## config.mk

```make
export PLATFORM = sky130hd
export DESIGN_NAME = mic_top
export DESIGN_NICKNAME = d
export VERILOG_FILES = /design/src/mic_pkg.sv /design/src/mic_aneg_gate.sv /design/src/mic_cs_sel.sv /design/src/mic_top.sv
export SDC_FILE = /design/constraint.sdc
export NUM_CORES = 1
export LEC_CHECK = 0
export ABC_AREA = 1
export CAP_MARGIN = 20
export CORE_MARGIN = 2
export CORE_UTILIZATION = 55
export CTS_BUF_LIST = sky130_fd_sc_hd__clkbuf_2
export DETAILED_ROUTE_END_ITERATION = 10
export DONT_BUFFER_PORTS = 1
export PLACE_DENSITY = 0.68
export SETUP_SLACK_MARGIN = 0.15
export SKIP_LAST_GASP = 1
export SYNTH_ARGS = -nofsm -noshare
export SYNTH_HDL_FRONTEND = slang
export SYNTH_SLANG_ARGS = --single-unit
```

## constraint.sdc

```tcl
create_clock -name clk_i -period 2.3 [get_ports clk_i]
set_clock_uncertainty 0.05 [all_clocks]
set_input_delay 0.23 -clock clk_i [delete_from_list [all_inputs] [get_ports clk_i]]
set_output_delay 0.23 -clock clk_i [all_outputs]
set_load 0.005 [all_outputs]
```

## src/mic_pkg.sv

```systemverilog
// package: register layout, reset values, field codes and carriers for the mac interface control block
package mic_pkg;

  // register index in the management space (offset not printed, chosen locally)
  localparam logic [4:0]  MIC_REG_OFFSET    = 5'h17;
  // reset value loaded by the async reset, replaced by the strap image and skew straps one edge after release
  localparam logic [15:0] MIC_RESET_VALUE   = 16'h8000;

  // field positions
  localparam int MIC_RXC_KEEP_BIT  = 15;
  localparam int MIC_RXDLY_LSB     = 12;
  localparam int MIC_SUPPLY_BIT    = 11;
  localparam int MIC_TXDLY_LSB     = 8;
  localparam int MIC_CS_LSB        = 6;
  localparam int MIC_TOPO_LSB      = 4;
  localparam int MIC_MODE_LSB      = 0;

  // delay step in picoseconds per code
  localparam int MIC_DELAY_STEP_PS = 500;

  // carrier-sense source codes
  localparam logic [1:0] MIC_CS_BOTH_THEN_RX  = 2'h0;
  localparam logic [1:0] MIC_CS_BOTH_THEN_LOW = 2'h1;
  localparam logic [1:0] MIC_CS_RX_RX         = 2'h2;
  localparam logic [1:0] MIC_CS_RX_LOW        = 2'h3;

  // topology codes
  localparam logic [1:0] MIC_TOPO_COPPER      = 2'h0;
  localparam logic [1:0] MIC_TOPO_FIBER       = 2'h1;
  localparam logic [1:0] MIC_TOPO_DUAL_MEDIA  = 2'h2;
  localparam logic [1:0] MIC_TOPO_CONVERTER   = 2'h3;

  // mode codes
  localparam logic [3:0] MIC_MODE_RGMII       = 4'h0;
  localparam logic [3:0] MIC_MODE_SGMII       = 4'h1;
  localparam logic [3:0] MIC_MODE_RMII        = 4'h2;
  localparam logic [3:0] MIC_MODE_GMII        = 4'h4;
  localparam logic [3:0] MIC_MODE_SGMII_NC    = 4'h6;
  localparam logic [3:0] MIC_MODE_TEST        = 4'hF;
  localparam logic [3:0] MIC_MODE_CONV_NOANEG = 4'h0;
  localparam logic [3:0] MIC_MODE_CONV_ANEG   = 4'h1;

  // decoded interface kind
  typedef enum logic [3:0] {
    MIC_IF_RGMII,
    MIC_IF_SGMII,
    MIC_IF_RMII,
    MIC_IF_GMII,
    MIC_IF_SGMII_NC,
    MIC_IF_SGMII_TEST,
    MIC_IF_FIBER_RGMII,
    MIC_IF_DUAL_RGMII,
    MIC_IF_CONV_NOANEG,
    MIC_IF_CONV_ANEG,
    MIC_IF_RESERVED
  } mic_if_t;

  // register fields as a carrier
  typedef struct packed {
    logic       rx_clock_linkdown_keep;
    logic [2:0] rx_clock_delay_sel;
    logic       pin_supply_sel;
    logic [2:0] tx_clock_delay_sel;
    logic [1:0] cs_sel;
    logic [1:0] topology;
    logic [3:0] mode;
  } mic_ctrl_t;

  // strap inputs sampled at reset release
  typedef struct packed {
    logic       eeprom_mode;
    logic [2:0] rx_delay;
    logic [2:0] tx_delay;
    logic [15:0] image;
  } mic_strap_t;

  // decode mode field against topology
  function automatic mic_if_t mic_decode(input logic [1:0] topo, input logic [3:0] mode);
    mic_if_t r;
    r = MIC_IF_RESERVED;
    case (topo)
      MIC_TOPO_COPPER: begin
        case (mode)
          MIC_MODE_RGMII:    r = MIC_IF_RGMII;
          MIC_MODE_SGMII:    r = MIC_IF_SGMII;
          MIC_MODE_RMII:     r = MIC_IF_RMII;
          MIC_MODE_GMII:     r = MIC_IF_GMII;
          MIC_MODE_SGMII_NC: r = MIC_IF_SGMII_NC;
          MIC_MODE_TEST:     r = MIC_IF_SGMII_TEST;
          default:           r = MIC_IF_RESERVED;
        endcase
      end
      MIC_TOPO_FIBER:      r = (mode == MIC_MODE_RGMII) ? MIC_IF_FIBER_RGMII : MIC_IF_RESERVED;
      MIC_TOPO_DUAL_MEDIA: r = (mode == MIC_MODE_RGMII) ? MIC_IF_DUAL_RGMII : MIC_IF_RESERVED;
      default: begin
        if (mode == MIC_MODE_CONV_NOANEG) begin
          r = MIC_IF_CONV_NOANEG;
        end else if (mode == MIC_MODE_CONV_ANEG) begin
          r = MIC_IF_CONV_ANEG;
        end
      end
    endcase
    return r;
  endfunction

endpackage

```

## src/mic_aneg_gate.sv

```systemverilog
// converter start gate for twisted-pair auto-negotiation
`timescale 1ns/1ps
`default_nettype none
module mic_aneg_gate
  import mic_pkg::*;
(
  input  wire logic    clk_i,
  input  wire logic    resetn_i,
  input  wire mic_if_t if_kind_i,
  input  wire logic    fiber_signal_i,
  input  wire logic    fiber_aneg_ok_i,
  output logic         tp_aneg_start_o
);

  // converter modes start only while their fiber condition holds, loss drops it; all other kinds hold start high
  always_ff @(posedge clk_i or negedge resetn_i) begin
    if (!resetn_i) begin
      tp_aneg_start_o <= 1'b0;
    end else begin
      case (if_kind_i)
        MIC_IF_CONV_NOANEG: tp_aneg_start_o <= fiber_signal_i;   // RULE14
        MIC_IF_CONV_ANEG:   tp_aneg_start_o <= fiber_aneg_ok_i;  // RULE15
        default:            tp_aneg_start_o <= 1'b1;
      endcase
    end
  end

  a_conv_sig: assert property (@(posedge clk_i) disable iff (!resetn_i)
    (if_kind_i == MIC_IF_CONV_NOANEG && !fiber_signal_i) |=> !tp_aneg_start_o) else $error("aneg w/o signal");  // RULE14
  a_conv_aneg: assert property (@(posedge clk_i) disable iff (!resetn_i)
    (if_kind_i == MIC_IF_CONV_ANEG && !fiber_aneg_ok_i) |=> !tp_aneg_start_o) else $error("aneg w/o fiber ok");  // RULE15

endmodule
`default_nettype wire

```

## src/mic_cs_sel.sv

```systemverilog
// carrier-sense source selection for the mac side
`timescale 1ns/1ps
`default_nettype none
module mic_cs_sel
  import mic_pkg::*;
(
  input  wire logic       clk_i,
  input  wire logic       resetn_i,
  input  wire logic [1:0] cs_sel_i,
  input  wire logic       full_duplex_i,
  input  wire logic       tx_active_i,
  input  wire logic       rx_active_i,
  output logic            carrier_sense_o
);

  logic cs_d;  // next carrier-sense level

  // pick the sources per duplex mode
  always_comb begin
    cs_d = 1'b0;
    case (cs_sel_i)
      MIC_CS_BOTH_THEN_RX:  cs_d = full_duplex_i ? rx_active_i : (tx_active_i | rx_active_i);  // RULE8
      MIC_CS_BOTH_THEN_LOW: cs_d = full_duplex_i ? 1'b0 : (tx_active_i | rx_active_i);         // RULE8
      MIC_CS_RX_RX:         cs_d = rx_active_i;                                                // RULE8
      default:              cs_d = full_duplex_i ? 1'b0 : rx_active_i;                         // RULE8
    endcase
  end

  // registered so the carrier-sense output is glitch free
  always_ff @(posedge clk_i or negedge resetn_i) begin
    if (!resetn_i) begin
      carrier_sense_o <= 1'b0;
    end else begin
      carrier_sense_o <= cs_d;
    end
  end

  a_cs_fdx_low: assert property (@(posedge clk_i) disable iff (!resetn_i)
    (full_duplex_i && cs_sel_i[0]) |=> !carrier_sense_o) else $error("cs not low in fdx");  // RULE8

endmodule
`default_nettype wire

```

## src/mic_top.sv

```systemverilog
// mac interface control register and its decoded interface settings
// How it works
// (RULE1) no eeprom: straps fill register, writes ignored; code still stores them for readback, not applied
// (RULE2) eeprom mode: writes stored and applied
// (RULE3) bit15 keeps rx clock on link down
// (RULE4) bits14:12 rx delay, 0.5 ns steps
// (RULE5) skew reset values come from straps
// (RULE6) bits10:8 tx delay, 0.5 ns steps
// (RULE7) bit11 pin supply: 0 3.3V, 1 2.5V
// (RULE8) bits7:6 choose carrier-sense sources
// (RULE9) bits5:4 choose data-flow topology
// (RULE10) mode field decoded per topology
// (RULE11) copper mode codes, 0011/0101 reserved
// (RULE12) fiber 0000 rgmii to 1000base-x, 1000 forced
// (RULE13) dual media 0000 rgmii, others reserved
// (RULE14) converter 0000 waits fiber signal detect
// (RULE15) converter 0001 waits fiber negotiation success
// (RULE16) software avoids reserved mode codes
// (RULE17) fields read back last stored value
//
// The address map and the strobed register port were left to the implementer.
`timescale 1ns/1ps
`default_nettype none
module mic_top
  import mic_pkg::*;
(
  input  wire logic        clk_i,
  input  wire logic        resetn_i,
  // register port
  input  wire logic [4:0]  reg_addr_i,
  input  wire logic [15:0] reg_wdata_i,
  input  wire logic        reg_wr_i,
  input  wire logic        reg_rd_i,
  output logic [15:0]      reg_rdata_o,
  // strap pins, sampled once after reset release
  input  wire logic        strap_eeprom_mode_i,
  input  wire logic [15:0] strap_image_i,
  input  wire logic [2:0]  strap_rx_delay_i,
  input  wire logic [2:0]  strap_tx_delay_i,
  // link and datapath status
  input  wire logic        link_up_i,
  input  wire logic        full_duplex_i,
  input  wire logic        tx_active_i,
  input  wire logic        rx_active_i,
  input  wire logic        fiber_signal_i,
  input  wire logic        fiber_aneg_ok_i,
  // applied settings
  output logic             rx_clock_enable_o,
  output logic [2:0]       rx_clock_delay_sel_o,
  output logic [2:0]       tx_clock_delay_sel_o,
  output logic             pin_supply_sel_o,
  output logic [1:0]       topology_o,
  output mic_if_t          if_kind_o,
  output logic             force_1000_o,
  output logic             limit_10_100_o,
  output logic             mode_reserved_o,
  output logic             carrier_sense_o,
  output logic             tp_aneg_start_o
);

  mic_ctrl_t ctrl_q;        // stored register content, what software reads
  mic_ctrl_t applied_q;     // settings driving operation
  logic      eeprom_q;      // latched operating mode
  logic      strap_done_q;  // straps have been captured
  logic      hit_wr;        // write to this register
  logic      hit_rd;        // read of this register
  mic_if_t   kind;          // decoded interface kind of applied settings

  assign hit_wr = reg_wr_i && (reg_addr_i == MIC_REG_OFFSET);
  assign hit_rd = reg_rd_i && (reg_addr_i == MIC_REG_OFFSET);

  // strap capture one edge after reset release; async reset loads constants only
  always_ff @(posedge clk_i or negedge resetn_i) begin
    if (!resetn_i) begin
      strap_done_q <= 1'b0;
      eeprom_q     <= 1'b0;
    end else if (!strap_done_q) begin
      strap_done_q <= 1'b1;
      eeprom_q     <= strap_eeprom_mode_i;
    end
  end

  // stored register: straps first, then software writes stick
  always_ff @(posedge clk_i or negedge resetn_i) begin
    if (!resetn_i) begin
      ctrl_q <= mic_ctrl_t'(MIC_RESET_VALUE);
    end else if (!strap_done_q) begin
      ctrl_q <= mic_ctrl_t'(strap_image_i);                     // RULE1
      ctrl_q.rx_clock_delay_sel <= strap_rx_delay_i;            // RULE5
      ctrl_q.tx_clock_delay_sel <= strap_tx_delay_i;            // RULE5
    end else if (hit_wr) begin
      ctrl_q <= mic_ctrl_t'(reg_wdata_i);                       // RULE17
    end
  end

  // applied copy: follows writes only in eeprom mode, so strap mode ignores them
  always_ff @(posedge clk_i or negedge resetn_i) begin
    if (!resetn_i) begin
      applied_q <= mic_ctrl_t'(MIC_RESET_VALUE);
    end else if (!strap_done_q) begin
      applied_q <= mic_ctrl_t'(strap_image_i);                  // RULE1
      applied_q.rx_clock_delay_sel <= strap_rx_delay_i;         // RULE5
      applied_q.tx_clock_delay_sel <= strap_tx_delay_i;         // RULE5
    end else if (hit_wr && eeprom_q) begin
      applied_q <= mic_ctrl_t'(reg_wdata_i);                    // RULE2
    end
  end

  // read data valid the cycle after the strobe, zero otherwise
  always_ff @(posedge clk_i or negedge resetn_i) begin
    if (!resetn_i) begin
      reg_rdata_o <= 16'h0000;
    end else if (hit_rd) begin
      reg_rdata_o <= 16'(ctrl_q);                               // RULE17
    end else begin
      reg_rdata_o <= 16'h0000;
    end
  end

  // mode field meaning depends on topology; reserved codes flagged, not trusted
  assign kind = mic_decode(applied_q.topology, applied_q.mode);  // RULE10 RULE11 RULE12 RULE13

  // registered settings outputs
  always_ff @(posedge clk_i or negedge resetn_i) begin
    if (!resetn_i) begin
      rx_clock_enable_o    <= 1'b0;
      rx_clock_delay_sel_o <= 3'h0;
      tx_clock_delay_sel_o <= 3'h0;
      pin_supply_sel_o     <= 1'b0;
      topology_o           <= MIC_TOPO_COPPER;
      if_kind_o            <= MIC_IF_RGMII;
      force_1000_o         <= 1'b0;
      limit_10_100_o       <= 1'b0;
      mode_reserved_o      <= 1'b0;
    end else begin
      rx_clock_enable_o    <= link_up_i | applied_q.rx_clock_linkdown_keep;  // RULE3
      rx_clock_delay_sel_o <= applied_q.rx_clock_delay_sel;                  // RULE4
      tx_clock_delay_sel_o <= applied_q.tx_clock_delay_sel;                  // RULE6
      pin_supply_sel_o     <= applied_q.pin_supply_sel;                      // RULE7
      topology_o           <= applied_q.topology;                            // RULE9
      if_kind_o            <= kind;
      force_1000_o         <= (kind == MIC_IF_FIBER_RGMII);                  // RULE12
      limit_10_100_o       <= (kind == MIC_IF_RMII);                         // RULE11
      mode_reserved_o      <= (kind == MIC_IF_RESERVED);                     // RULE16
    end
  end

  // carrier-sense selection
  mic_cs_sel u_cs (
    .clk_i           (clk_i),
    .resetn_i        (resetn_i),
    .cs_sel_i        (applied_q.cs_sel),
    .full_duplex_i   (full_duplex_i),
    .tx_active_i     (tx_active_i),
    .rx_active_i     (rx_active_i),
    .carrier_sense_o (carrier_sense_o)
  );

  // converter auto-negotiation gate
  mic_aneg_gate u_aneg (
    .clk_i           (clk_i),
    .resetn_i        (resetn_i),
    .if_kind_i       (kind),
    .fiber_signal_i  (fiber_signal_i),
    .fiber_aneg_ok_i (fiber_aneg_ok_i),
    .tp_aneg_start_o (tp_aneg_start_o)
  );

  a_strap_ignore: assert property (@(posedge clk_i) disable iff (!resetn_i)
    (strap_done_q && !eeprom_q && hit_wr) |=> $stable(applied_q)) else $error("write changed strap mode");  // RULE1
  a_eeprom_apply: assert property (@(posedge clk_i) disable iff (!resetn_i)
    (strap_done_q && eeprom_q && hit_wr) |=> (16'(applied_q) == $past(reg_wdata_i))) else $error("write not applied");  // RULE2
  a_readback: assert property (@(posedge clk_i) disable iff (!resetn_i)
    (strap_done_q && hit_wr) ##1 hit_rd |=> (reg_rdata_o == $past(reg_wdata_i, 2))) else $error("readback wrong");  // RULE17
  a_rxclk_keep: assert property (@(posedge clk_i) disable iff (!resetn_i)
    (!link_up_i && !applied_q.rx_clock_linkdown_keep) |=> !rx_clock_enable_o) else $error("rx clock on");  // RULE3
  a_rx_delay: assert property (@(posedge clk_i) disable iff (!resetn_i)
    1'b1 |=> (rx_clock_delay_sel_o == $past(applied_q.rx_clock_delay_sel))) else $error("rx delay");  // RULE4
  a_tx_delay: assert property (@(posedge clk_i) disable iff (!resetn_i)
    1'b1 |=> (tx_clock_delay_sel_o == $past(applied_q.tx_clock_delay_sel))) else $error("tx delay");  // RULE6
  a_strap_skew: assert property (@(posedge clk_i) disable iff (!resetn_i)
    $rose(strap_done_q) |-> (ctrl_q.rx_clock_delay_sel == $past(strap_rx_delay_i))) else $error("skew strap");  // RULE5
  a_fiber_force: assert property (@(posedge clk_i) disable iff (!resetn_i)
    (applied_q.topology == MIC_TOPO_FIBER && applied_q.mode == 4'h0) |=> force_1000_o) else $error("no force");  // RULE12
  a_copper_res: assert property (@(posedge clk_i) disable iff (!resetn_i)
    (applied_q.topology == MIC_TOPO_COPPER && applied_q.mode == 4'h3) |=> mode_reserved_o) else $error("reserved");  // RULE11

endmodule
`default_nettype wire

```

==> impl_results.md <==
- Status: finished clean
- Sequential share of the synthesized area: 0.6118
- Initial Utilization: 0.5605
- Placed wire-length estimate: 3581 µm
- Worst IR Drop VDD: 0.4126 mV
- Core area: 5042 µm²
- Commonest non-fill, non-tap cell in the layout: nand2_1
- Reg clk slew, reported paths: 0.20 ns
- Routed WL per cell: 13.22 µm
- Post-route minimum period: 1.959 ns
- Chip width: 75.69 µm
- N_diodes: 0
- Rel. slew slack: 0.6073
- First-pass GRT wire length: 9556 µm
- Synth Cell Area: 2826 µm²
- Max Cap Viol: 0
- Slew Viols, Final: 0
- Vias in the first global route: 2097
- Yosys cell types: 26
- Nets@finish: 419
- PostCTS Resize Cnt: 0
- Postcts setup bufs: 0
- Register area: 1729 µm²
- Post-route ant nets: 0
- Top cell type by total area after synthesis: dfrtp_1
- #FFs+latches synth: 69
- Setup-failing EPs final: 0
- Sink Count: 69
- Ratio of cells with drive above 1 in the final layout: 0.1038
- Fin crit share: 0.8518
- Most frequent cells in the layout: nand2_1 (115), dfrtp_1 (67), dlygate4sd3_1 (40), nor2_1 (30), inv_1 (28)
- Cts hold-fix bufs: 41
- Multi-input logic area: 915.9 µm²
- Syn Area/Cell: 8.888 µm²
- Root Buffer: clkbuf_2
- Post-route setup TNS: 0 ns
- Clock Latency Late Sink: 0.49 ns
- Total grt overflow: 0
- Syn Nets: 376
- RSZ-0062 raised after global routing: no
- Area Growth Syn to Fin: 20.50%
- Leakage: 1.789 nW
- Top cell type's share of synthesized area: 0.5932
- Routed vias/inst: 4.917
- Ys Warns: 0
- Num CTS Buffers: 9
- Critical path fanouts, max: 5
- H-tree depth: 3
- Slew @ Worst Pin: 0.5876 ns
- Final hold vios: 0
- IO Port Bufs: 0
- Largest net degree at the start of global routing: 70
- Die Y: 75.69 µm
- Clk buf depth: 2
- # IOs: 89
- RePlAce Congestion: 0.7954
- DR vias: 2144
- CP startpoint kind: flip-flop
- Die area: 5728 µm²
- GRT Util Overall: 0.2293
- Cells after Synth: 318
- Max Freq: 510.4 MHz
- Row count: 26
- DR DRC count: 0
- CP endpoint kind: flip-flop
- CTS tree: yes
- Iteration-0 DRC Markers: 156
- WP data arrival: 2.31 ns
- CP Data Required Time: 2.65 ns
- Largest cells by area after synthesis: dfrtp_1 (59%), nand2_1 (15%), nor2_1 (4.0%)
- FILL cells: 403
- PD cells: 734.2 nW/µm²
- Initial antenna violation count: 0
- Final Total Pwr: 2.500 mW
- Kind of critical path: reg2reg
- HP Class: in2reg
- Total Wirelength: 5762 µm
- Hold WS: 0.1609 ns
- 1st-pass router iterations: 5
[synth_stat cells]
library cell / count
buf_6: 1
nand2_1: 115
inv_2: 3
clkinv_1: 1
nor3_2: 1
and2_1: 1
nand4_1: 1
inv_1: 28
dfrtp_1: 67
dfstp_2: 2
or2_2: 1
buf_2: 7
nor2_1: 30
clkbuf_1: 2
a21oi_2: 1
a21oi_1: 4
buf_4: 1
ha_1: 4
nand2_2: 6
o21ai_2: 1
nor2_2: 4
nand3_2: 1
o21ai_0: 16
conb_1: 1
nand3_1: 18
a22o_1: 1
[sequential cells by signal, indices dropped and copies added, names as in the netlist]
name	flops
pin_supply_sel_o	1
strap_done_q	1
eeprom_q	1
u_aneg.tp_aneg_start_o	1
tx_clock_delay_sel_o	3
ctrl_q	16
if_kind_o	4
limit_10_100_o	1
mode_reserved_o	1
reg_rdata_o	16
rx_clock_delay_sel_o	3
applied_q	16
rx_clock_enable_o	1
topology_o	2
force_1000_o	1
u_cs.carrier_sense_o	1
[power by group]
| group | total (mW) | internal [mW] | switching, mW | leakage [nW] |
|---|---|---|---|---|
| clock | 0.676 | 0.246 | 0.430 | 0.0695 |
| combinational | 0.409 | 0.167 | 0.242 | 0.854 |
| sequential | 1.42 | 1.35 | 0.0694 | 0.865 |
| total | 2.50 | 1.76 | 0.741 | 1.79 |
[stage by stage]
stage | utilization | cells | setup WS [ns] | area, µm²
2_1_floorplan | - | 318 | 0.9541 | 2826
3_3_place_gp | 0.5687 | 379 | 0.6264 | 2868
3_5_place_dp | 0.5687 | 379 | 0.6104 | 2868
4_1_cts | 0.6754 | 436 | 0.3394 | 3406
5_1_grt | 0.6754 | 436 | 0.1707 | 3406
6_report | 0.6754 | 436 | 0.3408 | 3406
[critical path, cell delays in order (launching register included)]
cell           delay [ns]
dfrtp_1              0.46
nor2_2               0.20
nand3_1              0.13
nand3_1              0.08
nand2_1              0.05
nand2_1              0.07
nand2_1              0.08
nand2_1              0.06
nand2_1              0.05
dlygate4sd3_1        0.55
inv_1                0.05
nand2_1              0.04
[metal layers]
layer | vias up | global-route usage | routed length, µm
met3 | 13 | 0.05291 | 279
li1 | 1055 | - | -
met1 | 1012 | 0.2916 | 2453
met5 | - | 0 | 0
met2 | 64 | 0.3739 | 2908
met4 | 0 | 0.1072 | 120
[worst paths after layout]
| check | to | depth (start not counted) | startpoint | slack [ns] |
|---|---|---|---|---|
| worst max-delay path | u_aneg.tp_aneg_start_o | 11 | applied_q[3] | 0.34 |
| worst min-delay path | applied_q[15] | 4 | reg_wr_i | 0.16 |
| worst max register to register | u_aneg.tp_aneg_start_o | 11 | applied_q[3] | 0.34 |
| worst min register to register | tx_clock_delay_sel_o[0] | 0 | applied_q[8] | 0.33 |
| max in group asynchronous | ctrl_q[15] | 2 | resetn_i | 1.69 |
| min in group asynchronous | mode_reserved_o | 2 | resetn_i | 0.21 |
[cell families (layout without fill, tap and decap cells)]
| family | Yosys count | after routing | synth area share |
|---|---|---|---|
| and+or+nand+nor | 178 | 178 | 0.2603 |
| DFF | 69 | 69 | 0.6118 |
| buffers and inverters | 43 | 91 | 0.06419 |
| AOI/OAI and AO/OA | 23 | 23 | 0.04471 |
| adders and majority gates | 4 | 4 | 0.01771 |
| other | 1 | 1 | 0.001327 |
[final cells by class]
class / instances / area share
inverter: 32 / 0.03527
multi-input combinational: 206 / 0.2689
clock inverter: 7 / 0.01910
timing repair buffer: 43 / 0.1301
tap: 70 / 0.02572
sequential: 69 / 0.5077
clock buffer: 9 / 0.01323
No activity file was read; power rests on OpenSTA's default activity.
